`config.mk`:
```
export PLATFORM = sky130hd
export DESIGN_NAME = itb_timer
export DESIGN_NICKNAME = d
export VERILOG_FILES = /design/src/hdl/itb_pkg.sv /design/src/hdl/itb_timer.sv
export SDC_FILE = /design/constraint.sdc
export NUM_CORES = 1
export LEC_CHECK = 0
export BUFFER_PORTS_ARGS = -buffer_cell sky130_fd_sc_hd__buf_4
export CORE_MARGIN = 2
export CORE_UTILIZATION = 65
export CTS_CLUSTER_SIZE = 24
export DETAILED_ROUTE_END_ITERATION = 6
export PLACE_DENSITY = 0.94
export SYNTH_ARGS = -nofsm -noshare
export SYNTH_HDL_FRONTEND = slang
export SYNTH_SLANG_ARGS = --single-unit
```
`constraint.sdc`:
```
create_clock -name sys_clk -period 3.83 [get_ports sys_clk]
set_input_delay 0 -clock sys_clk [delete_from_list [all_inputs] [get_ports sys_clk]]
set_output_delay 0 -clock sys_clk [all_outputs]
set_load 0.05 [all_outputs]
```
`src/hdl/itb_pkg.sv`:
```
// constants and types for the interval timer bus port
package itb_pkg;
	localparam logic [1:0] ITB_PORT_CNT0   = 2'h0;
	localparam logic [1:0] ITB_PORT_CNT1   = 2'h1;
	localparam logic [1:0] ITB_PORT_CNT2   = 2'h2;
	localparam logic [1:0] ITB_PORT_MODE   = 2'h3;
	localparam int         ITB_SEL_MSB     = 7;
	localparam int         ITB_SEL_LSB     = 6;
	localparam int         ITB_ORDER_MSB   = 5;
	localparam int         ITB_ORDER_LSB   = 4;
	localparam int         ITB_MODE_MSB    = 3;
	localparam int         ITB_MODE_LSB    = 1;
	localparam int         ITB_BCD_BIT     = 0;
	localparam logic [1:0] ITB_ORDER_LATCH = 2'h0;
	localparam logic [1:0] ITB_ORDER_LSB_O = 2'h1;
	localparam logic [1:0] ITB_ORDER_MSB_O = 2'h2;
	localparam logic [1:0] ITB_ORDER_BOTH  = 2'h3;
	localparam logic [7:0]  ITB_CTRL_RST   = 8'h00;
	localparam logic [15:0] ITB_CNT_RST    = 16'h0000;
	localparam logic [2:0]  ITB_SYNC_RST   = 3'h0;
	localparam logic [2:0]  ITB_MODE_STROBE = 3'h4;
	localparam logic [2:0]  ITB_MODE_SWAVE  = 3'h3;

	typedef struct packed {
		logic [5:0]  ctrl;
		logic [15:0] cnt;
		logic [15:0] preset;
		logic [15:0] latch;
		logic        latched;
		logic        wr_hi;
		logic        rd_hi;
		logic        pend;
		logic        armed;
		logic        done;
		logic [2:0]  clk_s;
		logic [2:0]  gate_s;
		logic        clk_q;
		logic        gate_q;
	} itb_chan_t;
endpackage : itb_pkg

```
`src/hdl/itb_timer.sv`:
```
// three channel interval timer with its bus port decode
//
// Summary of operation
// accesses ignored and data bus undriven unless device select is low
// device select has no effect on counting or outputs
// 8-bit data bus driven only during selected read
// selected read strobe puts addressed counter value on data bus
// selected write strobe captures data bus byte
// port select 0,1,2 address counters zero, one, two
// port select 3 write stores mode word; read is no-op, undriven
// three independent 16-bit loadable readable counters
// all modes chosen by bus writes, no strapping
// loaded counter counts out delay then signals completion; only mode 0 does so, other modes hold output high from the mode write on
// mode word: counter choice, byte order, mode, BCD; choice 3 illegal
// mode word is write only
// each counter counts binary or four-decade BCD per mode bit
// count takes effect after rising then falling counter clock edge
// host never asserts read and write together
`timescale 1ns/100ps
module itb_timer
	import itb_pkg::*;
(
	// system
	input  wire logic       sys_clk,
	input  wire logic       rst_n,
	// host bus
	input  wire logic       dev_sel_n,
	input  wire logic       rd_n,
	input  wire logic       wr_n,
	input  wire logic       port_select_bit0,
	input  wire logic       port_select_bit1,
	input  wire logic [7:0] data_in,
	output logic      [7:0] data_out,
	output logic            data_oe,
	// counter pins
	input  wire logic [2:0] cnt_clk,
	input  wire logic [2:0] cnt_gate,
	output logic      [2:0] cnt_out
);
	typedef struct packed {
		itb_chan_t [2:0] ch;
		logic [2:0]      rd_s;
		logic [2:0]      wr_s;
		logic [2:0]      cs_s;
		logic [7:0]      dout;
		logic            oe;
		logic [2:0]      outs;
	} itb_state_t;

	itb_state_t s_r, s_nxt;

	// one step down, binary or bcd
	function automatic logic [15:0] itb_dec(input logic [15:0] v, input logic bcd);
		logic [15:0] r;
		r = v;
		if (!bcd) begin
			r = v - 16'h0001;
		end else begin
			for (int d = 0; d < 4; d++) begin
				if (r[d*4 +: 4] != 4'h0) begin
					r[d*4 +: 4] = r[d*4 +: 4] - 4'h1;
					break;
				end
				r[d*4 +: 4] = 4'h9;
			end
		end
		return r;
	endfunction : itb_dec

	logic       rd_ev;
	logic       wr_ev;
	logic [1:0] port;

	always_comb begin
		s_nxt = s_r;
		port  = {port_select_bit1, port_select_bit0};
		s_nxt.rd_s = {s_r.rd_s[1:0], ~rd_n};
		s_nxt.wr_s = {s_r.wr_s[1:0], ~wr_n};
		s_nxt.cs_s = {s_r.cs_s[1:0], ~dev_sel_n};
		// strobe leading edges where stage two is set and stage three is still clear
		rd_ev = s_r.rd_s[1] & ~s_r.rd_s[2] & s_r.cs_s[1] & s_r.cs_s[2];
		wr_ev = s_r.wr_s[1] & ~s_r.wr_s[2] & s_r.cs_s[1] & s_r.cs_s[2] & ~s_r.rd_s[2];
		// drive bus only in a selected read of a counter port
		s_nxt.oe = s_r.rd_s[1] & s_r.rd_s[2] & s_r.cs_s[1] & s_r.cs_s[2]
			& (port != ITB_PORT_MODE);
		for (int i = 0; i < 3; i++) begin
			s_nxt.ch[i].clk_s  = {s_r.ch[i].clk_s[1:0], cnt_clk[i]};
			s_nxt.ch[i].gate_s = {s_r.ch[i].gate_s[1:0], cnt_gate[i]};
			if (s_r.ch[i].clk_s[1] == s_r.ch[i].clk_s[2]) begin
				s_nxt.ch[i].clk_q = s_r.ch[i].clk_s[2];
			end
			if (s_r.ch[i].gate_s[1] == s_r.ch[i].gate_s[2]) begin
				s_nxt.ch[i].gate_q = s_r.ch[i].gate_s[2];
			end
			// mode word write for this channel
			if (wr_ev && port == ITB_PORT_MODE && s_r.wr_s[1]
				&& data_in[ITB_SEL_MSB:ITB_SEL_LSB] == 2'(i)) begin
				if (data_in[ITB_ORDER_MSB:ITB_ORDER_LSB] == ITB_ORDER_LATCH) begin
					s_nxt.ch[i].latch   = s_r.ch[i].cnt;
					s_nxt.ch[i].latched = 1'b1;
				end else begin
					s_nxt.ch[i].ctrl  = data_in[5:0];
					s_nxt.ch[i].wr_hi = 1'b0;
					s_nxt.ch[i].rd_hi = 1'b0;
					s_nxt.ch[i].armed = 1'b0;
					s_nxt.ch[i].done  = (data_in[ITB_MODE_MSB:ITB_MODE_LSB] != 3'h0);
				end
			end
			// count byte writes
			if (wr_ev && port == 2'(i)) begin
				unique case (s_r.ch[i].ctrl[ITB_ORDER_MSB:ITB_ORDER_LSB])
					ITB_ORDER_LSB_O: begin
						s_nxt.ch[i].preset = {8'h00, data_in};
						s_nxt.ch[i].pend   = 1'b1;
					end
					ITB_ORDER_MSB_O: begin
						s_nxt.ch[i].preset = {data_in, 8'h00};
						s_nxt.ch[i].pend   = 1'b1;
					end
					ITB_ORDER_BOTH: begin
						if (!s_r.ch[i].wr_hi) begin
							s_nxt.ch[i].preset[7:0] = data_in;
							s_nxt.ch[i].wr_hi       = 1'b1;
							s_nxt.ch[i].armed       = 1'b0;
						end else begin
							s_nxt.ch[i].preset[15:8] = data_in;
							s_nxt.ch[i].wr_hi        = 1'b0;
							s_nxt.ch[i].pend         = 1'b1;
						end
					end
					default: begin
					end
				endcase
			end
			// counting on falling counter clock, independent of select
			if (s_r.ch[i].clk_q && !s_nxt.ch[i].clk_q) begin
				if (s_r.ch[i].pend) begin
					s_nxt.ch[i].cnt   = s_r.ch[i].preset;
					s_nxt.ch[i].pend  = 1'b0;
					s_nxt.ch[i].armed = 1'b1;
					s_nxt.ch[i].done  = (s_r.ch[i].ctrl[ITB_MODE_MSB:ITB_MODE_LSB] != 3'h0);
				end else if (s_r.ch[i].armed && s_r.ch[i].gate_q) begin
					s_nxt.ch[i].cnt = itb_dec(s_r.ch[i].cnt, s_r.ch[i].ctrl[ITB_BCD_BIT]);
					if (s_r.ch[i].cnt == 16'h0001) begin
						s_nxt.ch[i].done = 1'b1;
					end
				end
			end
			s_nxt.outs[i] = s_r.ch[i].done;
			// counter read bytes
			if (rd_ev && port == 2'(i)) begin
				logic [15:0] v;
				v = s_r.ch[i].latched ? s_r.ch[i].latch : s_r.ch[i].cnt;
				unique case (s_r.ch[i].ctrl[ITB_ORDER_MSB:ITB_ORDER_LSB])
					ITB_ORDER_MSB_O: begin
						s_nxt.dout            = v[15:8];
						s_nxt.ch[i].latched   = 1'b0;
					end
					ITB_ORDER_BOTH: begin
						s_nxt.dout          = s_r.ch[i].rd_hi ? v[15:8] : v[7:0];
						s_nxt.ch[i].rd_hi   = ~s_r.ch[i].rd_hi;
						s_nxt.ch[i].latched = s_r.ch[i].latched & ~s_r.ch[i].rd_hi;
					end
					default: begin
						s_nxt.dout          = v[7:0];
						s_nxt.ch[i].latched = 1'b0;
					end
				endcase
			end
		end
	end

	always_ff @(posedge sys_clk) begin
		if (!rst_n) begin
			s_r <= '0;
		end else begin
			s_r <= s_nxt;
		end
	end

	assign data_out = s_r.dout;
	assign data_oe  = s_r.oe;
	assign cnt_out  = s_r.outs;
endmodule : itb_timer
```
---- Word-level counts from Yosys, hierarchy flattened ----
Index checks and enable logic that the tools add are counted.
storage, ports and cells
  input bits .............................. 21
  register bits after elaboration ......... 225
  output and inout bits ................... 12
  logic and storage cells ................. 441
operators by class
  equality and inequality tests ........... 51
  bitwise logic cells ..................... 23
  reductions and logical operators ........ 82
  multiplexer cells ....................... 210
  $add $sub $neg .......................... 15
operators by type and width
  cell                                                count
  2-to-1 mux 16 bit                                   12
  one-hot mux 16 bit (3 select lines)                 3
  2-to-1 mux 1 bit                                    123
  2-to-1 mux 8 bit                                    15
  2-to-1 mux 4 bit                                    27
  == test 16 x 1 -> 1 bit, second input constant      3
  inequality test 4 bit, second input constant        12
  one-hot mux 8 bit (2 select lines)                  3
  nonzero test 4 bit                                  12
  subtractor 16 x 1 -> 16 bit, second input constant  3
  subtractor 4 x 1 -> 4 bit, second input constant    12
  2-to-1 mux 12 bit                                   3
  2-to-1 mux 2 bit                                    15
  inequality test 3 bit, second input constant        9
  AND reduction 3 bit                                 9
  nonzero test 3 bit                                  8
  == test 2 bit, second input constant                9
  2-to-1 mux 3 bit                                    6
  AND reduction 2 bit                                 9
  AND reduction 6 bit                                 3
  nonzero test 2 bit                                  9
  logical AND 1 bit                                   17
  AND reduction 5 bit                                 3
  AND 1 bit                                           14
  9 further kinds                                     42

---- Logic depth before layout (Yosys ltp) ----
  depth after elaboration ................. 31
  depth in mapped cells ................... 9
  depth with buffers taken out ............ 7

---- Least setup slack after synthesis ----
Ideal clock, no wire load.
  kind .................................... reg2reg
  start point ............................. reg s_r[67] (netlist name)
  end point ............................... reg s_r[74] (netlist name)
  library setup time ...................... 128 ps
  arrival ................................. 1993 ps
  required time ........................... 3702 ps
  period minus slack after synthesis ...... 2120 ps
  path buffers ............................ 0
  path slack .............................. 1710 ps
  cell stages (with the launch flop) ...... 8
  cell sequence ........................... dfxtp_1 -> inv_1 -> ha_1 -> or3b_2 -> a211oi_1 -> a21bo_2 -> a22oi_1 -> nor2_1
on the way
  longest elaborated chain between the ends .. 8
  elaborated cells on any way between the ends .. 12
  those cells by class .................... add/sub: 1; eq/ne: 1; mux: 8; reduce/logical: 2
RTL lines
  element                                                              line              text
  start, declared                                                      itb_timer.sv:50   itb_state_t s_r, s_nxt;
  start signal, assigned                                               itb_timer.sv:177  s_r <= s_nxt;
  branches (longest 8 deep; another with subtractor 16 x 1 -> 16 bit)  n/a
Several ways; the timed one is not identified. The select of a mux whose other input is x is not followed.
A chain may end at the register's enable or synchronous reset.

---- Worst setup path in the final report ----
  start point ............................. reg s_r[156] (netlist name)
  end point ............................... reg s_r, in the netlist data_out[4]
on the way
  longest elaborated chain between the ends .. 4
  elaborated cells on any way between the ends .. 5
  those cells by class .................... eq/ne: 2; mux: 3
RTL lines
  element                               line              text
  == test 2 bit                         itb_timer.sv:154  unique case (s_r.ch[i].ctrl[ITB_ORDER_MSB:ITB_ORDER_LSB])
  one-hot mux 8 bit (2 select lines) *  itb_timer.sv:154
  2-to-1 mux 8 bit * (2 in a row)       itb_timer.sv:151  if (rd_ev && port == 2'(i)) begin
Mark *: on every way between the ends. The rest lies on a longest branch, timed or not.

==> run_results.csv <==
group,metric,value,unit
status,status,"finished, final reports clean",
final_layout,syn2layout_area_growth,9.473,%
floorplanning,initial_utilization,66.06,%
setup_path,crit_required,4.27,ns
power,powerDensity,392.6,mW/mm^2
worst_hold_path,hold_class,"input pin to register",
floorplanning,die_height,136.4,um
final_layout,fillCellCount,1178,
detailed_routing,first_iter_violations,1310,
synth,ys_types,80,
final_layout,antenna_cells,0,
floorplanning,core-area,0.01724,sq mm
detailed_routing,drt_wl_total,31800,um
power,p_leak,4.326,nW
final_layout,drive_gt1_share,9.761,%
sta,slew_viol_final,0,
global_routing,grt_pass1_vias,10160,
synth,synth_xor_xnor_area_share,0,%
sta,skew,0.02376,ns
detailed_routing,dr.pass1.iters,6,
job,max_cap_viol_count,0,
detailed_routing,route.vias.total,10920,
clock_tree,clkTransAtPathRegs,0.06,ns
clock_tree,cts_buffer_depth,3,
placement,dp_hpwl,20300,um
placement,gp_congestion,0.9247,
global_routing,grt_use_total,34.01,%
setup_path,path_cells,"ha_1 > mux2_2 > o221ai_1 > o211ai_1 > a31oi_1",
clock_tree,cts-htree-levels,1,
synth,yosys-top-cells-count,"225 x dfxtp_1, 201 x nand2_1, 146 x a21oi_1",
sta,finalSetupTns,0,ns
sta,worstMarginPinSlew,1.057,ns
synth,synth_fa_ha_area_share,1.978,%
placement,post-place-ws,1.472,ns
synth,avgSynthCellArea,8.156,sq um
synth,synth.top_cell.area_share,39.56,%
clock_tree,cts_tree,"yes",
clock_tree,cts.sinks,225,
detailed_routing,via_per_inst,6.792,
setup_path,cp.arrival,2.96,ns
synth,yosys_most_used_dff,"dfxtp_1",
sta,slew-limit-headroom,29.46,%
power,finalPower,0.004894,W
sta,finalHoldViolCount,0,
final_layout,multiInputGateArea,0.006242,sq mm
final_layout,regArea,0.004504,sq mm
global_routing,grt_pass1_wl,50890,um
clock_tree,root_buffer,"clkbuf_16",
placement,port_buffers,32,
synth,synth_mux_area_share,7.462,%
synth,synthCells,1396,
synth,ys_async_sr_fraction,0,%
detailed_routing,drc,0,
setup_path,endpoint_kind,"register",
clock_tree,insertion_delay,0.54,ns
synth,syn_area,0.01139,sq mm
sta,clock.fmax,396.7,MHz
sta,period_share,65.82,%
setup_path,crit_type,"register to register",
setup_path,cp_max_fo,12,
synth,synth_top_cell_by_area,"dfxtp_1",
synth,synth_top_family_by_area,"simple AND/OR/NAND/NOR gates",
power,peakVddDrop,0.4067,mV
floorplanning,dieArea,0.01859,sq mm
sta,rsz0062_at_grt,"no",
floorplanning,pin_count,33,
sta,worst_slack,1.309,ns
sta,period_needed,2.521,ns
global_routing,grt_max_degree,91,
setup_path,cpPeakStageDelay,0.58,ns
synth,synthSimpleGateAreaFrac,22.73,%
detailed_routing,drt-wirelength-per-cell,19.78,um
detailed_routing,ant_nets,0,
global_routing,antenna_found_initial,0,
clock_tree,cts_inserted_buffers,24,
final_layout,final_nets,1407,
synth,synthMostInstantiatedCell,"dfxtp_1",
synth,synth_area_leaders,"dfxtp_1 40%, mux2i_1 6.8%, nand2_1 6.6%, a21oi_1 6.4%, nand3_1 3.6%",
synth,seq_area_frac_synth,39.56,%
synth,ys_ff_latch,225,
synth,yosys_warnings,0,
synth,synth_nets,1435,
synth,synth_compound_area_share,22.60,%
floorplanning,row_count,48,
synth,synth-edff-count,0,
setup_path,start_kind,"register",
sta,setup_viol,0,
global_routing,overflow,0,
floorplanning,fp.dieW,136.4,um
setup_path,cp_slowest_cell,"dfxtp_1",
==> routing by layer <==
| metal | GRT usage (%) | wire, um |
|---|---|---|
| met1 | 42.92 | 12220 |
| met2 | 54.89 | 14600 |
| met3 | 6.562 | 3080 |
| met4 | 18.40 | 1903 |
| met5 | 0.2778 | 0 |
==> flip-flops by register name (all words and copies together), names as in the netlist <==
register and cells:
s_r 192, s_nxt 21, data_out 8, cnt_out 3, data_oe 1
==> cells in the final DEF (no fill, tap or decap), types with 10 or more instances in the layout <==
cell type	netlist	routed
o31ai_1	16	16
nand3_1	83	83
a31oi_1	14	14
nand2_1	201	201
nor4_1	13	12
nand4_1	10	10
a22oi_1	11	11
nor3_1	15	15
o211ai_1	19	19
inv_1	24	24
and2_1	35	35
o21ai_0	59	59
nor2_1	92	92
mux2i_1	77	77
o22ai_1	20	20
o221ai_1	11	11
ha_1	18	18
nand2b_1	15	15
clkbuf_16	0	24
dlygate4sd3_1	0	19
dfxtp_1	225	225
buf_4	15	43
a21oi_1	146	146
==> final timing paths <==
kind                          from     endpoint  slack, ns  depth (start not counted)
setup / recovery          s_r[156]  data_out[4]       1.31                          5
hold / removal    port_select_bit0  data_out[2]       0.03                          3
hold reg to reg          s_nxt[16]    s_nxt[17]       0.43                          1
setup reg to reg          s_r[156]  data_out[4]       1.31                          5
==> critical path: cells and delay by family (launching register included) <==
kind	cells	cell delay, ns
adder cells (fa/ha/maj)	1	0.39
AO/OA/AOI/OAI	3	1.01
flip-flops	1	0.58
multiplexers	1	0.45
==> cell type report <==
class,count,area share (%)
Clock buffer,33,5.411
Inverter,26,0.8030
Clock inverter,8,1.034
Tap cell,225,2.259
Sequential cell,225,36.14
Multi-Input combinational cell,1028,50.08
Timing Repair Buffer,63,4.276
==> where the power goes <==
| part | internal (W) | switching, W |
|---|---|---|
| clock network | 0.00143 | 0.000959 |
| registers | 0.00235 | 0.00000850 |
| logic | 0.0000459 | 0.0000986 |
| total | 0.00383 | 0.00107 |
==> logic make-up (layout without fill, tap and decap cells) <==
kind of cell / count (synthesis) / in the layout
simple gates: 529 / 529
compound gates: 397 / 397
flops: 225 / 225
buf+inv: 143 / 130
mux: 84 / 84
fa+ha+maj: 18 / 18
==> per-stage QoR <==
stage / hold WS (ns) / utilization (%) / cell area (sq um) / cells
floorplan: 0.07238 / - / 11390 / 1396
global placement: 0.1587 / 66.55 / 11470 / 1548
detailed placement: 0.1602 / 66.55 / 11470 / 1548
CTS: 0.01102 / 72.31 / 12460 / 1608
global route: 0.04964 / 72.31 / 12460 / 1608
finish: 0.03150 / 72.31 / 12460 / 1608
==> repair_timing <==
item                      4_1_cts  5_1_grt
resized for setup               0        0
setup buffers                   0        0
hold buffers                   19        0
hold endpoints to repair       78        0
Note: power is estimated with default switching activity, not from simulation.
